<file path="src/design/supply_readback_pkg.sv">
// package: register map, field positions, reset values and carriers
// assumes one 25 MHz clock domain shared by every user of these constants
package supply_readback_pkg;

  // register offsets
  localparam logic [7:0] ADDR_SUPPLY_FAULT_STATUS = 8'h5b;
  localparam logic [7:0] ADDR_SUPPLY_FAULT_MASK = 8'h60;
  localparam logic [7:0] ADDR_READBACK_SELECT = 8'h64;
  localparam logic [7:0] ADDR_BURST_INCLUDE_MASK = 8'h65;

  // selectable burst registers and the comparator output register
  localparam logic [7:0] ADDR_COMPARATOR_OUT = 8'h40;
  localparam logic [7:0] ADDR_ALERT_STATUS = 8'h41;
  localparam logic [7:0] ADDR_LIVE_STATE_FLAGS = 8'h42;
  localparam logic [7:0] ADDR_CONVERSION_RESULT_ONE = 8'h43;
  localparam logic [7:0] ADDR_CONVERSION_RESULT_TWO = 8'h44;
  localparam logic [7:0] ADDR_DIAGNOSTIC_RESULT_ZERO = 8'h45;
  localparam logic [7:0] ADDR_DIAGNOSTIC_RESULT_ONE = 8'h46;
  localparam logic [7:0] ADDR_DIAGNOSTIC_RESULT_TWO = 8'h47;
  localparam logic [7:0] ADDR_DIAGNOSTIC_RESULT_THREE = 8'h48;
  localparam logic [7:0] ADDR_INPUT_COUNTER = 8'h49;

  // field widths and positions
  localparam int SUPPLY_BITS = 7;
  localparam int BURST_BITS = 10;
  localparam int FRAME_UPPER_BITS = 7;
  localparam int FAULT_CAL_MEM_BIT = 6;
  localparam int FAULT_DRIVER_SUPPLY_BIT = 5;
  localparam int FAULT_REGULATOR_1V8_BIT = 4;
  localparam int FAULT_ANALOG_CORE_BIT = 3;
  localparam int FAULT_DIGITAL_SUPPLY_BIT = 2;
  localparam int FAULT_NEGATIVE_ANALOG_BIT = 1;
  localparam int FAULT_POSITIVE_ANALOG_BIT = 0;
  localparam int RBS_AUTO_READ_BIT = 9;
  localparam int RBS_UPPER_SELECT_BIT = 8;
  localparam int RBS_ADDR_MSB = 7;

  // values after reset
  localparam logic [6:0] SUPPLY_FAULT_MASK_RST = 7'h00;
  localparam logic [6:0] SUPPLY_FAULT_STATUS_RST = 7'h00;
  localparam logic [9:0] READBACK_SELECT_RST = 10'h000;
  localparam logic [9:0] BURST_INCLUDE_RST = 10'h3ff;
  localparam logic [7:0] BURST_ADDR_RST = 8'h00;
  localparam logic [15:0] READ_DATA_RST = 16'h0000;
  localparam logic [6:0] FRAME_UPPER_RST = 7'h00;

  // longest run of skippable registers is nine, so eleven steps always land
  localparam int BURST_SEARCH_STEPS = 11;

  typedef struct packed {
    logic wr_en;
    logic rd_en;
    logic [7:0] addr;
    logic [15:0] wdata;
  } reg_req_t;

  typedef struct packed {
    logic auto_read_en;
    logic frame_upper_bits_select;
    logic [7:0] readback_addr;
  } readback_select_t;

  typedef struct packed {
    logic valid;
    logic [3:0] index;
  } burst_slot_t;

  function automatic burst_slot_t burst_slot(input logic [7:0] addr);
    burst_slot_t s;
    s = '{valid: 1'b1, index: 4'h0};
    case (addr)
      ADDR_ALERT_STATUS: s.index = 4'h0;
      ADDR_LIVE_STATE_FLAGS: s.index = 4'h1;
      ADDR_CONVERSION_RESULT_ONE: s.index = 4'h2;
      ADDR_CONVERSION_RESULT_TWO: s.index = 4'h3;
      ADDR_DIAGNOSTIC_RESULT_ZERO: s.index = 4'h4;
      ADDR_DIAGNOSTIC_RESULT_ONE: s.index = 4'h5;
      ADDR_DIAGNOSTIC_RESULT_TWO: s.index = 4'h6;
      ADDR_DIAGNOSTIC_RESULT_THREE: s.index = 4'h7;
      ADDR_INPUT_COUNTER: s.index = 4'h8;
      ADDR_SUPPLY_FAULT_STATUS: s.index = 4'h9;
      default: s.valid = 1'b0;
    endcase
    return s;
  endfunction

  function automatic logic burst_skipped(input logic [7:0] addr, input logic [9:0] incl_mask);
    burst_slot_t s;
    s = burst_slot(addr);
    return s.valid && !incl_mask[s.index];
  endfunction

endpackage

</file>
<file path="src/design/supply_readback_regs.sv">
// register bank: supply fault mask, readback select, burst include mask
// assumes the frame logic presents decoded register requests on this clock
//
// Contract
// RULE1: a set supply mask bit keeps its status bit off the alert output.
// RULE2: status flags still set even when their mask bit is set.
// RULE3: mask has seven read/write bits 6..0; bits 15..7 read zero.
// RULE4: supply fault mask resets to zero.
// RULE5: eight-bit readback address names the register returned in reads.
// RULE6: auto read bit 9 returns readback data on every access.
// RULE7: select bit 8 low puts readback address 6..0 in frame bits 30..24.
// RULE8: select bit 8 high puts ready, alert and inputs in bits 30..24.
// RULE9: readback select resets to zero.
// RULE10: burst skips selectable registers whose include bit is zero.
// RULE11: include bits map alert, live, results, diagnostics, counter, supply.
// RULE12: burst include mask resets with all ten bits set.
// RULE13: registers without an include bit are always returned in a burst.
// RULE14: burst starting register is returned even if its bit is zero.
// RULE15: burst may start at comparator output, which cannot be skipped.
// RULE16: supply flags hold until written one after the fault has gone.
// RULE17: alert is any unmasked supply flag ORed with main alert sources.
// RULE18: upper bits order: ready, alert, inputs 3..0, then a zero.
`timescale 1ns/1ps
module supply_readback_regs
  import supply_readback_pkg::*;
(
  // clock and reset
  input wire logic sys_clk_in,
  input wire logic rst_in,
  // register access from the frame logic
  input wire reg_req_t reg_req_in,
  output logic [15:0] reg_rdata_out,
  output logic reg_rdata_valid_out,
  // status sources
  input wire logic [6:0] supply_fault_level_in,
  input wire logic main_alert_in,
  input wire logic conversion_ready_in,
  input wire logic [3:0] digital_input_in,
  // readback frame control
  output readback_select_t frame_ctrl_out,
  output logic [6:0] frame_upper_out,
  // burst control
  input wire logic burst_start_in,
  input wire logic [7:0] burst_start_addr_in,
  input wire logic burst_next_in,
  output logic [7:0] burst_addr_out,
  // alert pin
  output logic alert_out
);

  logic [6:0] supply_fault_mask_r;
  readback_select_t readback_select_r;
  logic [9:0] burst_include_mask_r;
  logic [6:0] supply_status;
  logic [6:0] fault_seen;
  logic [6:0] status_clear;
  logic [15:0] rdata_nxt;
  logic [6:0] upper_nxt;

  function automatic logic wr_hit(input reg_req_t req, input logic [7:0] addr);
    return req.wr_en && (req.addr == addr);
  endfunction

  // true for registers that own an include bit
  function automatic logic selectable(input logic [7:0] addr);
    burst_slot_t s;
    s = burst_slot(addr);
    return s.valid;
  endfunction

  assign status_clear = wr_hit(reg_req_in, ADDR_SUPPLY_FAULT_STATUS) ? reg_req_in.wdata[6:0] : 7'h00;

  supply_fault_flags u_flags (
    .sys_clk_in(sys_clk_in),
    .rst_in(rst_in),
    .fault_level_in(supply_fault_level_in),
    .clear_in(status_clear),
    .fault_seen_out(fault_seen),
    .status_out(supply_status)
  );

  burst_sequencer u_burst (
    .sys_clk_in(sys_clk_in),
    .rst_in(rst_in),
    .start_in(burst_start_in),
    .start_addr_in(burst_start_addr_in),
    .next_in(burst_next_in),
    .include_in(burst_include_mask_r),
    .addr_out(burst_addr_out)
  );

  always_ff @(posedge sys_clk_in) begin
    if (rst_in) begin
      supply_fault_mask_r <= SUPPLY_FAULT_MASK_RST; // [RULE4]
    end else if (wr_hit(reg_req_in, ADDR_SUPPLY_FAULT_MASK)) begin
      supply_fault_mask_r <= reg_req_in.wdata[6:0]; // [RULE3]
    end
  end

  always_ff @(posedge sys_clk_in) begin
    if (rst_in) begin
      readback_select_r <= readback_select_t'(READBACK_SELECT_RST); // [RULE9]
    end else if (wr_hit(reg_req_in, ADDR_READBACK_SELECT)) begin
      readback_select_r <= readback_select_t'(reg_req_in.wdata[RBS_AUTO_READ_BIT:0]); // [RULE5]
    end
  end

  always_ff @(posedge sys_clk_in) begin
    if (rst_in) begin
      burst_include_mask_r <= BURST_INCLUDE_RST; // [RULE12]
    end else if (wr_hit(reg_req_in, ADDR_BURST_INCLUDE_MASK)) begin
      burst_include_mask_r <= reg_req_in.wdata[9:0]; // [RULE11]
    end
  end

  // unmapped addresses and reserved bits read as zero
  always_comb begin
    rdata_nxt = 16'h0000;
    case (reg_req_in.addr)
      ADDR_SUPPLY_FAULT_STATUS: rdata_nxt = {9'h000, supply_status};
      ADDR_SUPPLY_FAULT_MASK: rdata_nxt = {9'h000, supply_fault_mask_r}; // [RULE3]
      ADDR_READBACK_SELECT: rdata_nxt = {6'h00, readback_select_r};
      ADDR_BURST_INCLUDE_MASK: rdata_nxt = {6'h00, burst_include_mask_r};
      default: rdata_nxt = 16'h0000;
    endcase
  end

  always_ff @(posedge sys_clk_in) begin
    if (rst_in) begin
      reg_rdata_out <= READ_DATA_RST;
      reg_rdata_valid_out <= 1'b0;
    end else begin
      reg_rdata_out <= reg_req_in.rd_en ? rdata_nxt : reg_rdata_out;
      reg_rdata_valid_out <= reg_req_in.rd_en;
    end
  end

  // in status mode bit 24 stays zero: only six status flags exist for seven bits
  always_comb begin
    if (readback_select_r.frame_upper_bits_select) begin
      upper_nxt = {conversion_ready_in, alert_out, digital_input_in, 1'b0}; // [RULE8] [RULE18]
    end else begin
      upper_nxt = readback_select_r.readback_addr[6:0]; // [RULE7]
    end
  end

  always_ff @(posedge sys_clk_in) begin
    if (rst_in) begin
      frame_upper_out <= FRAME_UPPER_RST;
      frame_ctrl_out <= readback_select_t'(READBACK_SELECT_RST);
    end else begin
      frame_upper_out <= upper_nxt;
      frame_ctrl_out <= readback_select_r; // [RULE5] [RULE6]
    end
  end

  // masking gates only the pin, the status flags are untouched
  always_ff @(posedge sys_clk_in) begin
    if (rst_in) begin
      alert_out <= 1'b0;
    end else begin
      alert_out <= main_alert_in || (|(supply_status & ~supply_fault_mask_r)); // [RULE1] [RULE17]
    end
  end

  property p_mask_blocks_alert;
    @(posedge sys_clk_in) disable iff (rst_in)
      (!main_alert_in && ((supply_status & ~supply_fault_mask_r) == 7'h00)) |=> !alert_out;
  endproperty
  a_mask_blocks_alert: assert property (p_mask_blocks_alert) // [RULE1]
    else $error("masked supply flag drove the alert output");

  property p_unmasked_raises_alert;
    @(posedge sys_clk_in) disable iff (rst_in)
      (|(supply_status & ~supply_fault_mask_r)) |=> alert_out;
  endproperty
  a_unmasked_raises_alert: assert property (p_unmasked_raises_alert) // [RULE17]
    else $error("unmasked supply flag did not raise alert");

  property p_flag_sets_despite_mask;
    @(posedge sys_clk_in) disable iff (rst_in)
      fault_seen[FAULT_CAL_MEM_BIT] |=> supply_status[FAULT_CAL_MEM_BIT];
  endproperty
  a_flag_sets_despite_mask: assert property (p_flag_sets_despite_mask) // [RULE2]
    else $error("seen fault did not set its status flag");

  property p_mask_reserved_zero;
    @(posedge sys_clk_in) disable iff (rst_in)
      (reg_req_in.rd_en && reg_req_in.addr == ADDR_SUPPLY_FAULT_MASK) |=>
        (reg_rdata_valid_out && reg_rdata_out[15:7] == 9'h000);
  endproperty
  a_mask_reserved_zero: assert property (p_mask_reserved_zero) // [RULE3]
    else $error("supply mask reserved bits read nonzero");

  property p_reset_values;
    @(posedge sys_clk_in) disable iff (rst_in)
      $fell(rst_in) |-> (supply_fault_mask_r == SUPPLY_FAULT_MASK_RST &&
        readback_select_r == readback_select_t'(READBACK_SELECT_RST) &&
        burst_include_mask_r == BURST_INCLUDE_RST);
  endproperty
  a_reset_values: assert property (p_reset_values) // [RULE4] [RULE9] [RULE12]
    else $error("register not at reset value after reset");

  property p_upper_holds_addr;
    @(posedge sys_clk_in) disable iff (rst_in)
      !readback_select_r.frame_upper_bits_select |=>
        frame_upper_out == $past(readback_select_r.readback_addr[6:0]);
  endproperty
  a_upper_holds_addr: assert property (p_upper_holds_addr) // [RULE7]
    else $error("frame upper bits do not carry readback address");

  property p_upper_holds_status;
    @(posedge sys_clk_in) disable iff (rst_in)
      readback_select_r.frame_upper_bits_select |=>
        frame_upper_out == $past({conversion_ready_in, alert_out, digital_input_in, 1'b0});
  endproperty
  a_upper_holds_status: assert property (p_upper_holds_status) // [RULE8]
    else $error("frame upper bits do not carry status flags");

  property p_auto_read_follows;
    @(posedge sys_clk_in) disable iff (rst_in)
      wr_hit(reg_req_in, ADDR_READBACK_SELECT) |=> ##1
        (frame_ctrl_out.auto_read_en == $past(reg_req_in.wdata[RBS_AUTO_READ_BIT], 2));
  endproperty
  a_auto_read_follows: assert property (p_auto_read_follows) // [RULE6]
    else $error("auto read enable not presented two cycles after write");

  property p_burst_start_taken;
    @(posedge sys_clk_in) disable iff (rst_in)
      burst_start_in |=> burst_addr_out == $past(burst_start_addr_in);
  endproperty
  a_burst_start_taken: assert property (p_burst_start_taken) // [RULE14]
    else $error("burst did not begin at its start address");

  property p_burst_never_lands_skipped;
    @(posedge sys_clk_in) disable iff (rst_in)
      (burst_next_in && !burst_start_in) |=>
        !burst_skipped(burst_addr_out, $past(burst_include_mask_r));
  endproperty
  a_burst_never_lands_skipped: assert property (p_burst_never_lands_skipped) // [RULE10]
    else $error("burst stepped onto a deselected register");

  property p_burst_keeps_unselectable;
    @(posedge sys_clk_in) disable iff (rst_in)
      (burst_next_in && !burst_start_in && !selectable(burst_addr_out + 8'h01)) |=>
        burst_addr_out == $past(burst_addr_out) + 8'h01;
  endproperty
  a_burst_keeps_unselectable: assert property (p_burst_keeps_unselectable) // [RULE13] [RULE15]
    else $error("burst skipped a register without an include bit");

  // writes land on the next edge, reads answer on the next edge
  property p_mask_write_lands;
    @(posedge sys_clk_in) disable iff (rst_in)
      wr_hit(reg_req_in, ADDR_SUPPLY_FAULT_MASK) |=> supply_fault_mask_r == $past(reg_req_in.wdata[6:0]);
  endproperty
  a_mask_write_lands: assert property (p_mask_write_lands) // [RULE3]
    else $error("supply mask write did not land");

  property p_select_write_lands;
    @(posedge sys_clk_in) disable iff (rst_in)
      wr_hit(reg_req_in, ADDR_READBACK_SELECT) |=>
        readback_select_r == $past(reg_req_in.wdata[RBS_AUTO_READ_BIT:0]);
  endproperty
  a_select_write_lands: assert property (p_select_write_lands) // [RULE5]
    else $error("readback select write did not land");

  property p_include_write_lands;
    @(posedge sys_clk_in) disable iff (rst_in)
      wr_hit(reg_req_in, ADDR_BURST_INCLUDE_MASK) |=> burst_include_mask_r == $past(reg_req_in.wdata[9:0]);
  endproperty
  a_include_write_lands: assert property (p_include_write_lands) // [RULE11]
    else $error("burst include write did not land");

  property p_include_reserved_zero;
    @(posedge sys_clk_in) disable iff (rst_in)
      (reg_req_in.rd_en && reg_req_in.addr == ADDR_BURST_INCLUDE_MASK) |=> reg_rdata_out[15:10] == 6'h00;
  endproperty
  a_include_reserved_zero: assert property (p_include_reserved_zero) // [RULE11]
    else $error("burst include reserved bits read nonzero");

  property p_every_flag_sets;
    @(posedge sys_clk_in) disable iff (rst_in)
      (|fault_seen) |=> ((supply_status & $past(fault_seen)) == $past(fault_seen));
  endproperty
  a_every_flag_sets: assert property (p_every_flag_sets) // [RULE2]
    else $error("seen fault left its status flag clear");

  property p_status_reads_back;
    @(posedge sys_clk_in) disable iff (rst_in)
      (reg_req_in.rd_en && reg_req_in.addr == ADDR_SUPPLY_FAULT_STATUS) |=>
        reg_rdata_out == {9'h000, $past(supply_status)};
  endproperty
  a_status_reads_back: assert property (p_status_reads_back) // [RULE16]
    else $error("status read does not match the flags");

  property p_read_answers;
    @(posedge sys_clk_in) disable iff (rst_in)
      reg_req_in.rd_en |=> reg_rdata_valid_out;
  endproperty
  a_read_answers: assert property (p_read_answers) // [RULE5]
    else $error("read request got no answer strobe");

  property p_idle_holds_data;
    @(posedge sys_clk_in) disable iff (rst_in)
      !reg_req_in.rd_en |=> (!reg_rdata_valid_out && reg_rdata_out == $past(reg_rdata_out));
  endproperty
  a_idle_holds_data: assert property (p_idle_holds_data) // [RULE5]
    else $error("read data moved without a read request");

endmodule

</file>
<file path="src/design/supply_fault_flags.sv">
// sticky supply fault flags with write-one-to-clear
// assumes fault levels arrive asynchronously from the supply monitors
`timescale 1ns/1ps
module supply_fault_flags
  import supply_readback_pkg::*;
(
  // clock and reset
  input wire logic sys_clk_in,
  input wire logic rst_in,
  // monitor side
  input wire logic [6:0] fault_level_in,
  // software clear, one-cycle pulse per bit
  input wire logic [6:0] clear_in,
  // results
  output logic [6:0] fault_seen_out,
  output logic [6:0] status_out
);

  logic [6:0] sync1_r;
  logic [6:0] sync2_r;
  logic [6:0] sync3_r;

  always_ff @(posedge sys_clk_in) begin
    if (rst_in) begin
      sync1_r <= SUPPLY_FAULT_STATUS_RST;
      sync2_r <= SUPPLY_FAULT_STATUS_RST;
      sync3_r <= SUPPLY_FAULT_STATUS_RST;
    end else begin
      sync1_r <= fault_level_in;
      sync2_r <= sync1_r;
      sync3_r <= sync2_r;
    end
  end

  // a level counts only once the last two stages agree
  always_ff @(posedge sys_clk_in) begin
    if (rst_in) begin
      fault_seen_out <= SUPPLY_FAULT_STATUS_RST;
    end else begin
      for (int i = 0; i < SUPPLY_BITS; i++) begin
        if (sync2_r[i] == sync3_r[i]) begin
          fault_seen_out[i] <= sync3_r[i];
        end
      end
    end
  end

  // set wins over clear, so a live fault cannot be wiped
  always_ff @(posedge sys_clk_in) begin
    if (rst_in) begin
      status_out <= SUPPLY_FAULT_STATUS_RST;
    end else begin
      status_out <= fault_seen_out | (status_out & ~clear_in); // [RULE2] [RULE16]
    end
  end

  property p_clear_blocked_while_fault;
    @(posedge sys_clk_in) disable iff (rst_in)
      (fault_seen_out[0] && clear_in[0]) |=> status_out[0];
  endproperty
  a_clear_blocked_while_fault: assert property (p_clear_blocked_while_fault) // [RULE16]
    else $error("supply flag cleared while its fault was present");

endmodule

</file>
<file path="src/design/burst_sequencer.sv">
// burst read address stepper that skips deselected registers
// assumes start and next strobes come from the frame logic on the same clock
`timescale 1ns/1ps
module burst_sequencer
  import supply_readback_pkg::*;
(
  // clock and reset
  input wire logic sys_clk_in,
  input wire logic rst_in,
  // burst control
  input wire logic start_in,
  input wire logic [7:0] start_addr_in,
  input wire logic next_in,
  input wire logic [9:0] include_in,
  // current address
  output logic [7:0] addr_out
);

  function automatic logic [7:0] next_included(input logic [7:0] cur, input logic [9:0] incl_mask);
    logic [7:0] cand;
    logic found;
    cand = cur;
    found = 1'b0;
    for (int i = 1; i <= BURST_SEARCH_STEPS; i++) begin
      if (!found) begin
        cand = cur + 8'(i);
        found = !burst_skipped(cand, incl_mask); // [RULE10] [RULE13]
      end
    end
    return cand;
  endfunction

  always_ff @(posedge sys_clk_in) begin
    if (rst_in) begin
      addr_out <= BURST_ADDR_RST;
    end else if (start_in) begin
      // start address always taken, selected or not
      addr_out <= start_addr_in; // [RULE14] [RULE15]
    end else if (next_in) begin
      addr_out <= next_included(addr_out, include_in);
    end
  end

endmodule

</file>
<file path="config.mk">
export PLATFORM = sky130hd
export DESIGN_NAME = supply_readback_regs
export DESIGN_NICKNAME = d
export VERILOG_FILES = /design/src/design/supply_readback_pkg.sv /design/src/design/supply_readback_regs.sv /design/src/design/supply_fault_flags.sv /design/src/design/burst_sequencer.sv
export SDC_FILE = /design/constraint.sdc
export NUM_CORES = 1
export LEC_CHECK = 0
export BUFFER_PORTS_ARGS = -buffer_cell sky130_fd_sc_hd__buf_4
export CAP_MARGIN = 20
export CORE_UTILIZATION = 33
export CTS_CLUSTER_SIZE = 12
export DETAILED_ROUTE_END_ITERATION = 12
export HOLD_SLACK_MARGIN = 0.02
export RECOVER_POWER = 25
export SYNTH_ARGS = -nofsm -noshare
export SYNTH_HDL_FRONTEND = slang
export SYNTH_SLANG_ARGS = --single-unit
</file>
<file path="constraint.sdc">
create_clock -name sys_clk_in -period 6.5 [get_ports sys_clk_in]
set_clock_uncertainty 0.05 [all_clocks]
set_input_delay 0.325 -clock sys_clk_in [delete_from_list [all_inputs] [get_ports sys_clk_in]]
set_output_delay 0.325 -clock sys_clk_in [all_outputs]
set_load 0.1 [all_outputs]
</file>
# Word level (Yosys, flattened, before mapping)
# Index checks and enable logic that the tools add are counted.
# W data, S select, Z words.
# word_totals
ff_bits	105
latchBits	0
ramBits	0
mem_bits_ro	0
out_inout_bits	43
n_memories	0
# op_classes
n_addsub	11
multipliers	0
div_mod_pow	0
magnitude_cmp	10
n_eq_ne	111
n_shift	0
mux	172
bitwise	5
reduce_logical	48
# op_table
operator	n
$eq A8 B7 Y1 const B	104
$pmux W4 S9	10
$mux W4	39
$reduce_or A10 Y1	10
$mux W1	98
$mux W8	12
$lt A4 B5 Y1 const B	10
$bmux W1 S4	10
$pmux W10 S4	1
$add A8 B3 Y8 const B	4
$add A8 B4 Y8 const B	4
$logic_not A1 Y1	20
$add A8 B2 Y8 const B	2
$and A7 B7 Y7	2
$logic_and A1 B1 Y1	14
$mux W7	2
$not A7 Y7	2
$add A8 B1 Y8 const B	1
$eq A1 B1 Y1	7
$or A7 B7 Y7	1
$reduce_or A7 Y1	1
$reduce_bool A2 Y1	1
$reduce_or A2 Y1	1
$logic_or A1 B1 Y1	1

# Longest topological paths before layout
# Gate-level depths: netlist (run 1).
# logic_depth
word_depth	134
depth_mapped	19
depth_no_buf	14

# By module
# A second synthesis (run 1) with hierarchy kept.
# hier_totals
cells_unflattened	1146
area_unflattened_um2	8645.8
# by_module_without_submodules
module	instances	cells_per_inst	area_each_um2	seq_area_each_um2
burst_sequencer	1	771	5172.5	160.2
supply_readback_regs	1	274	2417.3	1121.1
supply_fault_flags	1	101	1056.0	700.7

# Worst setup path before layout (run 1)
# OpenSTA, ideal clock, no wires.
# synth_timing
kind	reg-to-reg
start	reg u_burst.addr_out[2]
end	reg u_burst.addr_out[4]
setup_ns	0.103
arrival_time_ns	5.137
required_ns	6.347
path_slack_ns	1.210
stages_incl_launch_ff	20
path_cell_list	dfxtp_1 -> buf_2 -> buf_2 -> inv_1 -> ha_1 -> clkbuf_1 -> clkbuf_1 -> inv_1 -> o32a_1 -> nor3b_1 -> o2111ai_1 -> and4_1 -> a2bb2oi_1 -> o2111a_1 -> buf_2 -> mux2_1 -> or3_1 -> o2111ai_1 -> a221oi_1 -> a2111oi_2
# synth_between
elab_chain_cells	53
elab_cells_between_ends	320
classes_between	add/sub: 11; eq/ne: 100; mux: 169; reduce/logical: 40
# synth_rtl
item	line	rtl
start: declaration	burst_sequencer.sv:16	output logic [7:0] addr_out
start signal: assignment	burst_sequencer.sv:38	addr_out <= start_addr_in;
start signal: assignment	burst_sequencer.sv:40	addr_out <= next_included(addr_out, include_in);
$add A8 B1 Y8	burst_sequencer.sv:26	cand = cur + 8'(i);
$eq A8 B7 Y1	supply_readback_pkg.sv:71	case (addr)
$pmux W4 S9	supply_readback_pkg.sv:71	
$mux W4	burst_sequencer.sv:39	end else if (next_in) begin
$mux W4	burst_sequencer.sv:36	end else if (start_in) begin
$mux W4	burst_sequencer.sv:34	if (rst_in) begin
$bmux W1 S4	supply_readback_pkg.sv:90	return s.valid && !incl_mask[s.index];
$mux W1 (implied by the code)	supply_readback_pkg.sv:90	
(+37 left out)	-	
$mux W1	burst_sequencer.sv:34	
$mux W1	burst_sequencer.sv:25	if (!found) begin
$mux W1	burst_sequencer.sv:39	
$mux W1	burst_sequencer.sv:36	
$mux W1	burst_sequencer.sv:34	
$mux W8 *	burst_sequencer.sv:25	
$mux W8 *	burst_sequencer.sv:39	
$mux W8 *	burst_sequencer.sv:36	
# Every way passes the cells marked *; elsewhere a longest branch is shown, timed or not. The select of a mux whose other input is x is not followed.
# A chain may end at the register's enable or synchronous reset.

# Final worst setup path (run 1)
# layout_timing
start	reg u_burst.addr_out[1]
end	reg u_burst.addr_out[4]
# Same word-level chain as after synthesis.

==> flow_summary.yaml, run 1 <==
routing:
  wire_per_inst_um: 19.86
  via_count: 9220
  routed_via_density: 5.991
  drt_first_pass_iters: 6
  postRouteAntennaNets: 0
  drt_iter0_markers: 848
  drc: 0
  drt_wl_total_um: 30570
critical_path:
  cp-end-kind: "flop"
  cpPeakStageDelay_ns: 0.72
  r2r.worst_path.cells: 14
  critical_path_class: "reg2reg"
  crit_slowest_cell: "ha_1"
  worstReg2RegEnd: "u_burst.addr_out[4]$_SDFFE_PP0P_"
  critPathMaxFanout: 16
  critPathLaunch: "u_burst.addr_out[1]$_SDFFE_PP0P_"
  cp.arrival_ns: 5.45
  cp_cell_sequence: "inv_1 > ha_1 > xnor2_1 > or4_1 > a32o_1 > a21oi_2 > mux2_2 > nand3b_1 > o2111a_1 > mux2_1 > o211ai_1 > o2111ai_1 > a221oi_1 > a2111oi_2"
  cp.required_ns: 6.60
  crit_end: "u_burst.addr_out[4]$_SDFFE_PP0P_"
  reg2reg_from: "u_burst.addr_out[1]$_SDFFE_PP0P_"
  critPathLaunchType: "flop"
  r2r_slack_ns: 1.15
job:
  maxCapViolations: 2
grt:
  grt_pass1_wl_um: 46770
  antenna_found_initial: 0
  grt_max_degree: 51
  track_usage_pct: 22.24
  grt_pass1_vias: 8259
  grt_overflow_total: 0
synthesis:
  synth_top_family_by_area: "simple AND/OR/NAND/NOR gates"
  synthTopCellsByCount: "nand2_1 (120), a21oi_1 (115), dfxtp_1 (99)"
  synth_adder_area_share_pct: 2.578
  synth-edff-count: 0
  ys.flop_type: "dfxtp_1"
  ys_warn_count: 0
  yosysMostFrequentCell: "nand2_1"
  ys_ff_latch: 99
  syn_area_mm2: 0.008736
  synth_area_leaders: "dfxtp_1 (23%), a21oi_1 (6.6%), nand2_1 (5.2%), mux2i_1 (3.9%), nor2_1 (3.7%)"
  synth_compound_area_share_pct: 28.43
  synth_top_cell_by_area: "dfxtp_1"
  netlist.area_leader.share_pct: 22.69
  yosysSeqAreaShare_pct: 22.69
  synthMuxAreaShare_pct: 6.087
  yosys.area_share.simple_pct: 28.66
  syn_area_per_cell_um2: 7.460
  async_reset_ff_share_pct: 0
  yosysUniqueCellTypes: 103
  syn-instance-count: 1171
  synth-xor-area-share_pct: 4.798
power_and_ir_drop:
  power_density_mw_per_mm2: 174.6
  peakVddDrop_mv: 0.1812
  pwr-share-clk_pct: 31.2
  p_sw_share_pct: 37.41
  power_frac_comb_pct: 32.2
  p_int_mw: 1.073
  p_leak_nw: 3.546
  seqPwrFrac_pct: 36.7
  p_sw_uw: 641.6
status:
  violations: "capacitance limit, slew limit"
  status: "complete, but fails checks"
die:
  die_area_mm2: 0.02713
  start_util_pct: 33.62
  coreArea_mm2: 0.02598
  die_y_um: 164.7
  pin_count: 94
  fp.dieW_um: 164.7
  rows: 59
clocking:
  numCtsBuffers: 9
  htree_levels: 3
  clk_latency_ns: 0.36
  ctsHoldBuffers: 0
  clock_path_buffers: 2
  cts_resized: 0
  cts_setup_buffers: 0
  cts.sinks: 99
  path_clk_slew_ns: 0.08
  root_buffer: "clkbuf_16"
  cts_tree: "yes"
sta:
  finalMaxSlewViolations: 92
  timing.slew.headroom_pct: -43.76
  rsz0062_at_grt: "no"
  fin_crit_sh_pct: 82.38
  setup_tns_ns: 0
  period_needed_ns: 5.355
  max_freq_mhz: 186.7
  tightestPinTransition_ns: 2.156
  setup_ws_ns: 1.145
  finalHoldViolCount: 0
  finalSetupViolCount: 0
placement:
  place_inst: 1522
  portBuffers: 81
  routabilityCongestion: 0.9637
  dp_hpwl_um: 21950
  preCtsSetupSlack_ns: 1.318
cells_and_area:
  final_cells: 1539
  drive_above_1_share_pct: 14.71
  area_delta_synth_final_pct: 12.45
  num-fill-cells: 2720
  nets: 1267
min_path:
  hp-class: "in2reg"
[worst max-delay path, delay by kind of cell (launching register included)]
kind / cells / cell delay, ns
flip-flops: 1 / 0.62
multiplexers: 2 / 0.75
XOR/XNOR: 1 / 0.13
AO/OA/AOI/OAI: 7 / 1.97
AND/OR/NAND/NOR: 2 / 0.54
adder cells (fa/ha/maj): 1 / 0.72
buffers and inverters: 1 / 0.34
[metal layers]
metal	wire, um	up-vias	GRT usage, %
met3	1861	57	3.214
met2	14570	365	37.07
met4	759	0	6.922
met5	0	-	0
li1	-	4339	-
met1	13380	4459	29.39
[state kept, by name (all words and copies together) (netlist names)]
signal,cells
frame_upper_out,7
readback_select_r,10
u_burst.addr_out,8
frame_ctrl_out,10
reg_rdata_out,10
reg_rdata_valid_out,1
u_flags.fault_seen_out,7
burst_include_mask_r,10
alert_out,1
u_flags.sync3_r,7
u_flags.status_out,7
u_flags.sync2_r,7
u_flags.sync1_r,7
supply_fault_mask_r,7
[cell usage in the layout (no fill, tap or decap), drive strengths merged, types with 6 or more instances in the layout]
| master | Yosys | final |
|---|---|---|
| xor2 | 11 | 11 |
| ha | 18 | 18 |
| clkbuf | 55 | 11 |
| inv | 29 | 31 |
| mux2i | 34 | 34 |
| nand3 | 52 | 52 |
| a21o | 7 | 7 |
| mux2 | 13 | 13 |
| and2 | 18 | 18 |
| a21boi | 10 | 10 |
| o211ai | 18 | 18 |
| a211o | 9 | 9 |
| a221oi | 7 | 7 |
| dfxtp | 99 | 99 |
| a21oi | 119 | 119 |
| or3 | 15 | 15 |
| a31oi | 17 | 17 |
| and3b | 6 | 6 |
| conb | 1 | 6 |
| or2 | 8 | 8 |
| a22oi | 11 | 11 |
| nor2 | 86 | 86 |
| o2111ai | 8 | 8 |
| o22ai | 10 | 10 |
| o32ai | 6 | 6 |
| o21a | 12 | 12 |
| nand2 | 120 | 120 |
| o21ai | 61 | 61 |
| nor3 | 28 | 28 |
| xnor2 | 27 | 27 |
| o221ai | 6 | 6 |
| nand3b | 12 | 12 |
| nand4 | 10 | 10 |
| nor3b | 8 | 8 |
| nor4 | 10 | 10 |
| nor2b | 39 | 39 |
| a211oi | 8 | 8 |
| nand2b | 26 | 26 |
| buf | 45 | 109 |
| a222oi | 7 | 7 |
[per-stage QoR]
stage / hold WS (ns) / total power [mW] / area (um2) / util [%]
after floorplan: 0.3638 / 1.044 / 8755 / -
after global placement: 0.3671 / 1.179 / 9529 / 36.67
after CTS: 0.1277 / 1.715 / 9828 / 37.82
final: 0.1332 / 1.715 / 9823 / 37.80
after detailed placement: 0.3769 / 1.182 / 9529 / 36.67
after global routing: 0.1405 / 1.794 / 9821 / 37.79
[final cells by class]
| class | instances | area, um2 | share of cell area [%] |
|---|---|---|---|
| multi-input combinational | 948 | 6186 | 62.97 |
| sequential | 99 | 1982 | 20.18 |
| timing repair buffer | 111 | 825.8 | 8.407 |
| tap | 335 | 419.2 | 4.267 |
| clock buffer | 9 | 225.2 | 2.293 |
| inverter | 29 | 108.9 | 1.108 |
| clock inverter | 7 | 73.82 | 0.7515 |
| antenna | 1 | 2.502 | 0.02547 |
[power groups by stage]
stage	combinational [mW]	sequential [mW]	clock, mW
after floorplan	0.375	0.669	0
after global placement	0.536	0.642	0
after detailed placement	0.539	0.643	0
after CTS	0.541	0.628	0.545
after global routing	0.594	0.630	0.570
final	0.552	0.629	0.535
[logic make-up (layout without fill, tap and decap cells)]
logic type                 after synthesis  in the layout
buffers and inverters                  129            156
and+or+nand+nor                        471            471
AOI/OAI and AO/OA                      364            364
DFF                                     99             99
other                                    1              7
muxes                                   49             49
xor gates and xnor gates                40             40
adders and majority gates               18             18
[how the worst min path moves through the flow]
| stage | from | end | slack, ns | depth (start not counted) |
|---|---|---|---|---|
| after floorplan | u_flags.sync1_r[0]$_SDFF_PP0_ | u_flags.sync2_r[0]$_SDFF_PP0_ | 0.36 | 1 |
| final | supply_fault_level_in[0] | u_flags.sync1_r[0]$_SDFF_PP0_ | 0.13 | 2 |
| after global routing | supply_fault_level_in[1] | u_flags.sync1_r[1]$_SDFF_PP0_ | 0.14 | 2 |
| after detailed placement | u_flags.sync1_r[1]$_SDFF_PP0_ | u_flags.sync2_r[1]$_SDFF_PP0_ | 0.38 | 1 |
| after CTS | supply_fault_level_in[1] | u_flags.sync1_r[1]$_SDFF_PP0_ | 0.13 | 2 |
| after global placement | u_flags.sync1_r[3]$_SDFF_PP0_ | u_flags.sync2_r[3]$_SDFF_PP0_ | 0.37 | 1 |
No activity file was read; power rests on OpenSTA's default activity.
==> run 2, diff against run 1 <==
==> constraint.sdc (replaced) <==
create_clock -name sys_clk_in -period 4.55 [get_ports sys_clk_in]
set_clock_uncertainty 0.05 [all_clocks]
set_input_delay 0.2275 -clock sys_clk_in [delete_from_list [all_inputs] [get_ports sys_clk_in]]
set_output_delay 0.2275 -clock sys_clk_in [all_outputs]
set_load 0.1 [all_outputs]
==> run 2 against run 1 <==
Compared with the run above:
- the flow still finishes with violations (capacitance limit, slew limit)
- global-route usage increased by 1.5 points
- clock power up 44%
- sequential cell count unchanged
- core utilization rose by 2.9 points
- via count grew 4.4%
- largest power group unchanged
- setup slack got worse by 1.0 ns
- largest cell class unchanged
- sequential share of layout area down 1.3 points
==> flow_summary.yaml, run 2 (synthesis results as in run 1) <==
status:
  status: "complete, but fails checks"
  violations: "capacitance limit, slew limit"
critical_path:
  worst-path-buf-inv: 2
  cpPeakStageDelay_ns: 0.44
  cp.arrival_ns: 4.62
  reg2reg_from: "u_burst.addr_out[2]$_SDFFE_PP0P_"
  cpMostUsedCell: "or3_1"
  cp-end-kind: "flop"
  r2r_slack_ns: 0.15
  cp.required_ns: 4.76
  critical_path_class: "reg2reg"
  worstReg2RegEnd: "u_burst.addr_out[4]$_SDFFE_PP0P_"
  critPathLaunchType: "flop"
  r2r.worst_path.cells: 15
  crit_slowest_cell: "or3_1"
  critPathMaxFanout: 5
  cp_cell_sequence: "inv_1 > ha_1 > a21oi_1 > or3_1 > a32o_1 > a21oi_2 > mux2_2 > nand3b_1 > o2111a_1 > mux2_1 > or3_1 > o2111ai_1 > a221oi_1 > buf_4 > a2111oi_2"
  crit_family: "compound AO/OA/AOI/OAI gates"
placement:
  dp_hpwl_um: 24170
  portBuffers: 81
  place_inst: 1600
  preCtsSetupSlack_ns: 0.1572
  routabilityCongestion: 0.9588
routing:
  wire_per_inst_um: 20.07
  drt_first_pass_iters: 7
  via_count: 9628
  routed_via_density: 5.954
  drc: 0
  drt_wl_total_um: 32450
  drt_iter0_markers: 994
  postRouteAntennaNets: 0
grt:
  track_usage_pct: 23.77
  grt_overflow_total: 0
  grt_pass1_vias: 8763
  antenna_found_initial: 0
  grt_pass1_wl_um: 49690
  grt_max_degree: 54
power_and_ir_drop:
  power_density_mw_per_mm2: 242.1
  peakVddDrop_mv: 0.2077
  p_leak_nw: 3.940
min_path:
  min_path_cells: 2
  min_from: "supply_fault_level_in[1]"
  hp-class: "in2reg"
  min_to: "u_flags.sync1_r[1]$_SDFF_PP0_"
cells_and_area:
  final_cells: 1617
  drive_above_1_share_pct: 21.45
  layout_common_cells: "buf_4 (184), nand2_1 (120), a21oi_1 (115), dfxtp_1 (95), nor2_1 (86)"
  nets: 1346
  layout.cells.most_common: "buf_4"
  area_delta_synth_final_pct: 21.08
  fin_util_pct: 40.71
  antenna_cells: 0
clocking:
  htree_levels: 3
  clock_path_buffers: 2
  clk_latency_ns: 0.35
  cts_tree: "yes"
  path_clk_slew_ns: 0.08
  cts.sinks: 99
  numCtsBuffers: 9
  root_buffer: "clkbuf_16"
sta:
  finalHoldViolCount: 0
  finalSetupViolCount: 0
  timing.hold.ws_ns: 0.03805
  period_needed_ns: 4.403
  tightestPinTransition_ns: 1.715
  finalMaxSlewViolations: 38
  fin_crit_sh_pct: 96.78
  max_freq_mhz: 227.1
  timing.slew.headroom_pct: -14.34
  setup_tns_ns: 0
  setup_ws_ns: 0.1466
die:
  rows: 59
  die_area_mm2: 0.02713
  start_util_pct: 33.62
  pin_count: 94
  fp.dieW_um: 164.7
  coreArea_mm2: 0.02598
  die_y_um: 164.7
job:
  maxCapViolations: 1
[run 2: metrics by stage]
stage          total power [mW]  area, um2
2_1_floorplan             1.493       8775
3_3_place_gp              1.768      10180
3_5_place_dp              1.775      10180
4_1_cts                   2.543      10480
5_1_grt                   2.669      10580
6_report                  2.561      10580
[run 2: worst max-delay path by stage]
stage	startpoint	end	slack, ns	depth (start not counted)
2_1_floorplan	u_burst.addr_out[2]$_SDFFE_PP0P_	u_burst.addr_out[4]$_SDFFE_PP0P_	-0.03	18
3_3_place_gp	u_burst.addr_out[0]$_SDFFE_PP0P_	u_burst.addr_out[4]$_SDFFE_PP0P_	0.13	17
3_5_place_dp	u_burst.addr_out[1]$_SDFFE_PP0P_	u_burst.addr_out[1]$_SDFFE_PP0P_	0.16	15
4_1_cts	u_burst.addr_out[1]$_SDFFE_PP0P_	u_burst.addr_out[1]$_SDFFE_PP0P_	0.14	15
5_1_grt	u_burst.addr_out[2]$_SDFFE_PP0P_	u_burst.addr_out[2]$_SDFFE_PP0P_	-0.01	15
6_report	u_burst.addr_out[2]$_SDFFE_PP0P_	u_burst.addr_out[4]$_SDFFE_PP0P_	0.15	15
[run 2: what timing repair did]
action                     in CTS  in global routing
gates resized for setup         0                 19
hold buffers                    0                  0
setup endpoints to repair       0                  5
buffers inserted                0                  1
[run 2: metal layers]
| layer | GRT usage, % | up-vias | share of wire [%] |
|---|---|---|---|
| met5 | 0 | - | 0 |
| met4 | 9.174 | 0 | 3.5 |
| met3 | 2.762 | 70 | 6.7 |
| met2 | 38.20 | 403 | 46 |
| met1 | 32.31 | 4629 | 44 |
| li1 | - | 4526 | - |
[run 2: worst reg2reg max path, delay by kind of cell, from the launching register on]
family / cells / cell delay (ns)
flip-flops: 1 / 0.37
buffers and inverters: 2 / 0.43
AO/OA/AOI/OAI: 7 / 1.42
multiplexers: 2 / 0.74
adder cells (fa/ha/maj): 1 / 0.42
AND/OR/NAND/NOR: 3 / 0.88
[run 2: power breakdown]
group | internal, mW | total [mW] | switching, mW
clock network | 0.386 | 0.772 | 0.386
registers | 0.881 | 0.903 | 0.0221
logic | 0.339 | 0.887 | 0.548
total | 1.61 | 2.56 | 0.956
[run 2: area by class of cell]
cell class / instances / area, um2
tap: 335 / 419.2
clock buffer: 9 / 225.2
clock inverter: 7 / 73.82
sequential: 99 / 1994
timing repair buffer: 190 / 1473
inverter: 29 / 116.4
fill: 2692 / 15410
multi-input combinational: 948 / 6276
==> run 3, diff against run 2 <==
--- a/config.mk
+++ b/config.mk
@@ -7,6 +7,7 @@
 export LEC_CHECK = 0
 export BUFFER_PORTS_ARGS = -buffer_cell sky130_fd_sc_hd__buf_4
 export CAP_MARGIN = 20
+export CORE_ASPECT_RATIO = 0.75
 export CORE_UTILIZATION = 33
 export CTS_CLUSTER_SIZE = 12
 export DETAILED_ROUTE_END_ITERATION = 12
==> run 3 against run 2 <==
Compared with the run above:
- the run now ends clean
- wire length grew 2.8%
- sequential cell count unchanged
- core utilization rose by 0.75 points
- register-to-register slack is essentially flat
- count of clock-buffer cells in the layout up 1
- die area about the same
- non-clock buffer count increased by 15
- cell area is 1.8% higher
- power rose by 3.2%
- largest cell class unchanged
- highest routed layer is now met5
==> flow_summary.yaml, run 3 (synthesis results as in run 1) <==
status:
  status: "complete, no violations"
grt:
  track_usage_pct: 24.24
  grt_overflow_total: 0
  grt_max_degree: 90
  antenna_found_initial: 1
  grt_pass1_vias: 8525
  grt_pass1_wl_um: 50430
die:
  coreArea_mm2: 0.02597
  die_area_mm2: 0.02713
  fp.dieW_um: 189.9
  start_util_pct: 33.64
  pin_count: 94
  rows: 51
  die_y_um: 142.9
sta:
  finalMaxSlewViolations: 0
  finalHoldViolCount: 0
  finalSetupViolCount: 0
  max_freq_mhz: 226.9
  tightestPinTransition_ns: 0.9781
  timing.hold.ws_ns: 0.03627
  fin_crit_sh_pct: 96.86
  timing.slew.headroom_pct: 34.79
  period_needed_ns: 4.407
cells_and_area:
  num-fill-cells: 2669
  regArea_mm2: 0.001994
  layout.cells.most_common: "buf_4"
  nets: 1361
  antenna_cells: 0
  layout_common_cells: "buf_4 (197), nand2_1 (120), a21oi_1 (111), dfxtp_1 (95), nor2_1 (86)"
  multi_input_area_mm2: 0.006329
  drive_above_1_share_pct: 22.74
  area_delta_synth_final_pct: 23.25
  fin_area_mm2: 0.01077
clocking:
  numCtsBuffers: 9
  cts.sinks: 99
  clk_latency_ns: 0.36
  path_clk_slew_ns: 0.08
  cts_tree: "yes"
  htree_levels: 3
  clock_path_buffers: 2
  root_buffer: "clkbuf_16"
critical_path:
  cp.required_ns: 4.72
  cp_cell_sequence: "buf_12 > inv_1 > ha_1 > a21oi_2 > xnor2_1 > o21ai_0 > a211oi_2 > buf_4 > a211oi_1 > a211oi_1 > o32ai_4 > nor2_1 > a21oi_1 > or4b_1 > o2111ai_1 > o32ai_2"
  critPathLaunchType: "flop"
  cp.arrival_ns: 4.58
  critPathMaxFanout: 35
  worst-path-buf-inv: 3
  cp-end-kind: "flop"
  crit_family: "compound AO/OA/AOI/OAI gates"
  crit_slowest_cell: "or4b_1"
  cpMostUsedCell: "a211oi_1"
  critical_path_class: "reg2reg"
  cpPeakStageDelay_ns: 0.49
routing:
  postRouteAntennaNets: 0
  drt_wl_total_um: 33370
  drt_first_pass_iters: 5
  drt_iter0_markers: 973
  routed_via_density: 5.868
  wire_per_inst_um: 20.34
  drc: 0
  via_count: 9629
power_and_ir_drop:
  power_mw: 2.643
  peakVddDrop_mv: 0.1827
  p_leak_nw: 4.094
  power_density_mw_per_mm2: 245.5
job:
  maxCapViolations: 0
placement:
  place_area_mm2: 0.01025
  routabilityCongestion: 0.9819
  dp_hpwl_um: 24930
  portBuffers: 81
min_path:
  hp-class: "in2reg"
run 3: path summary, 6_finish.rpt:
kind / startpoint / end / slack (ns) / cells past startpoint
worst max-delay path: u_burst.addr_out[3]$_SDFFE_PP0P_ / u_burst.addr_out[1]$_SDFFE_PP0P_ / 0.14 / 16
worst min-delay path: supply_fault_level_in[3] / u_flags.sync1_r[3]$_SDFF_PP0_ / 0.04 / 2
worst max register to register: u_burst.addr_out[3]$_SDFFE_PP0P_ / u_burst.addr_out[1]$_SDFFE_PP0P_ / 0.14 / 16
worst min register to register: u_flags.sync1_r[3]$_SDFF_PP0_ / u_flags.sync2_r[3]$_SDFF_PP0_ / 0.39 / 1
run 3: repair_timing:
item | CTS | global route
hold endpoints to repair | 3 | 0
resized for setup | 0 | 28
hold buffers | 3 | 0
setup buffers | 0 | 5
endpoints found under the setup margin | 0 | 7
run 3: cell type report:
cell class	instances	area share [%]
timing repair buffer	205	14.86
clock buffer	10	2.127
inverter	29	1.046
clock inverter	6	0.6624
tap	344	3.998
sequential	99	18.52
multi-input combinational	948	58.78
run 3: worst register-to-register path: cells and delay by family, from the launching register on:
kind / cells / cell delay [ns]
AOI/OAI and AO/OA: 9 / 1.81
xor gates and xnor gates: 1 / 0.47
adders and majority gates: 1 / 0.28
buffers and inverters: 3 / 0.65
DFF: 1 / 0.36
and+or+nand+nor: 2 / 0.64
run 3: per-layer routing:
layer / GRT usage [%] / part of all wire (%) / vias up
met4: 7.725 / 2.1 / 2
met1: 35.84 / 48 / 4621
met2: 33.56 / 41 / 413
met5: 0 / 0.039 / -
met3: 6.070 / 9.2 / 52
li1: - / - / 4541
run 3: through the flow:
step	setup slack (ns)	utilization (%)	setup TNS, ns	cells
2_1_floorplan	-0.02809	-	-0.02809	1176
3_3_place_gp	0.1800	39.46	0	1617
3_5_place_dp	0.1298	39.46	0	1617
4_1_cts	0.09859	40.73	0	1636
5_1_grt	-0.006058	41.46	-0.006058	1641
6_report	0.1427	41.46	0	1641
run 3: power breakdown:
part / switching [mW] / internal (mW)
Sequential: 0.0197 / 0.880
Clock: 0.396 / 0.435
Combinational: 0.559 / 0.353
Total: 0.975 / 1.67
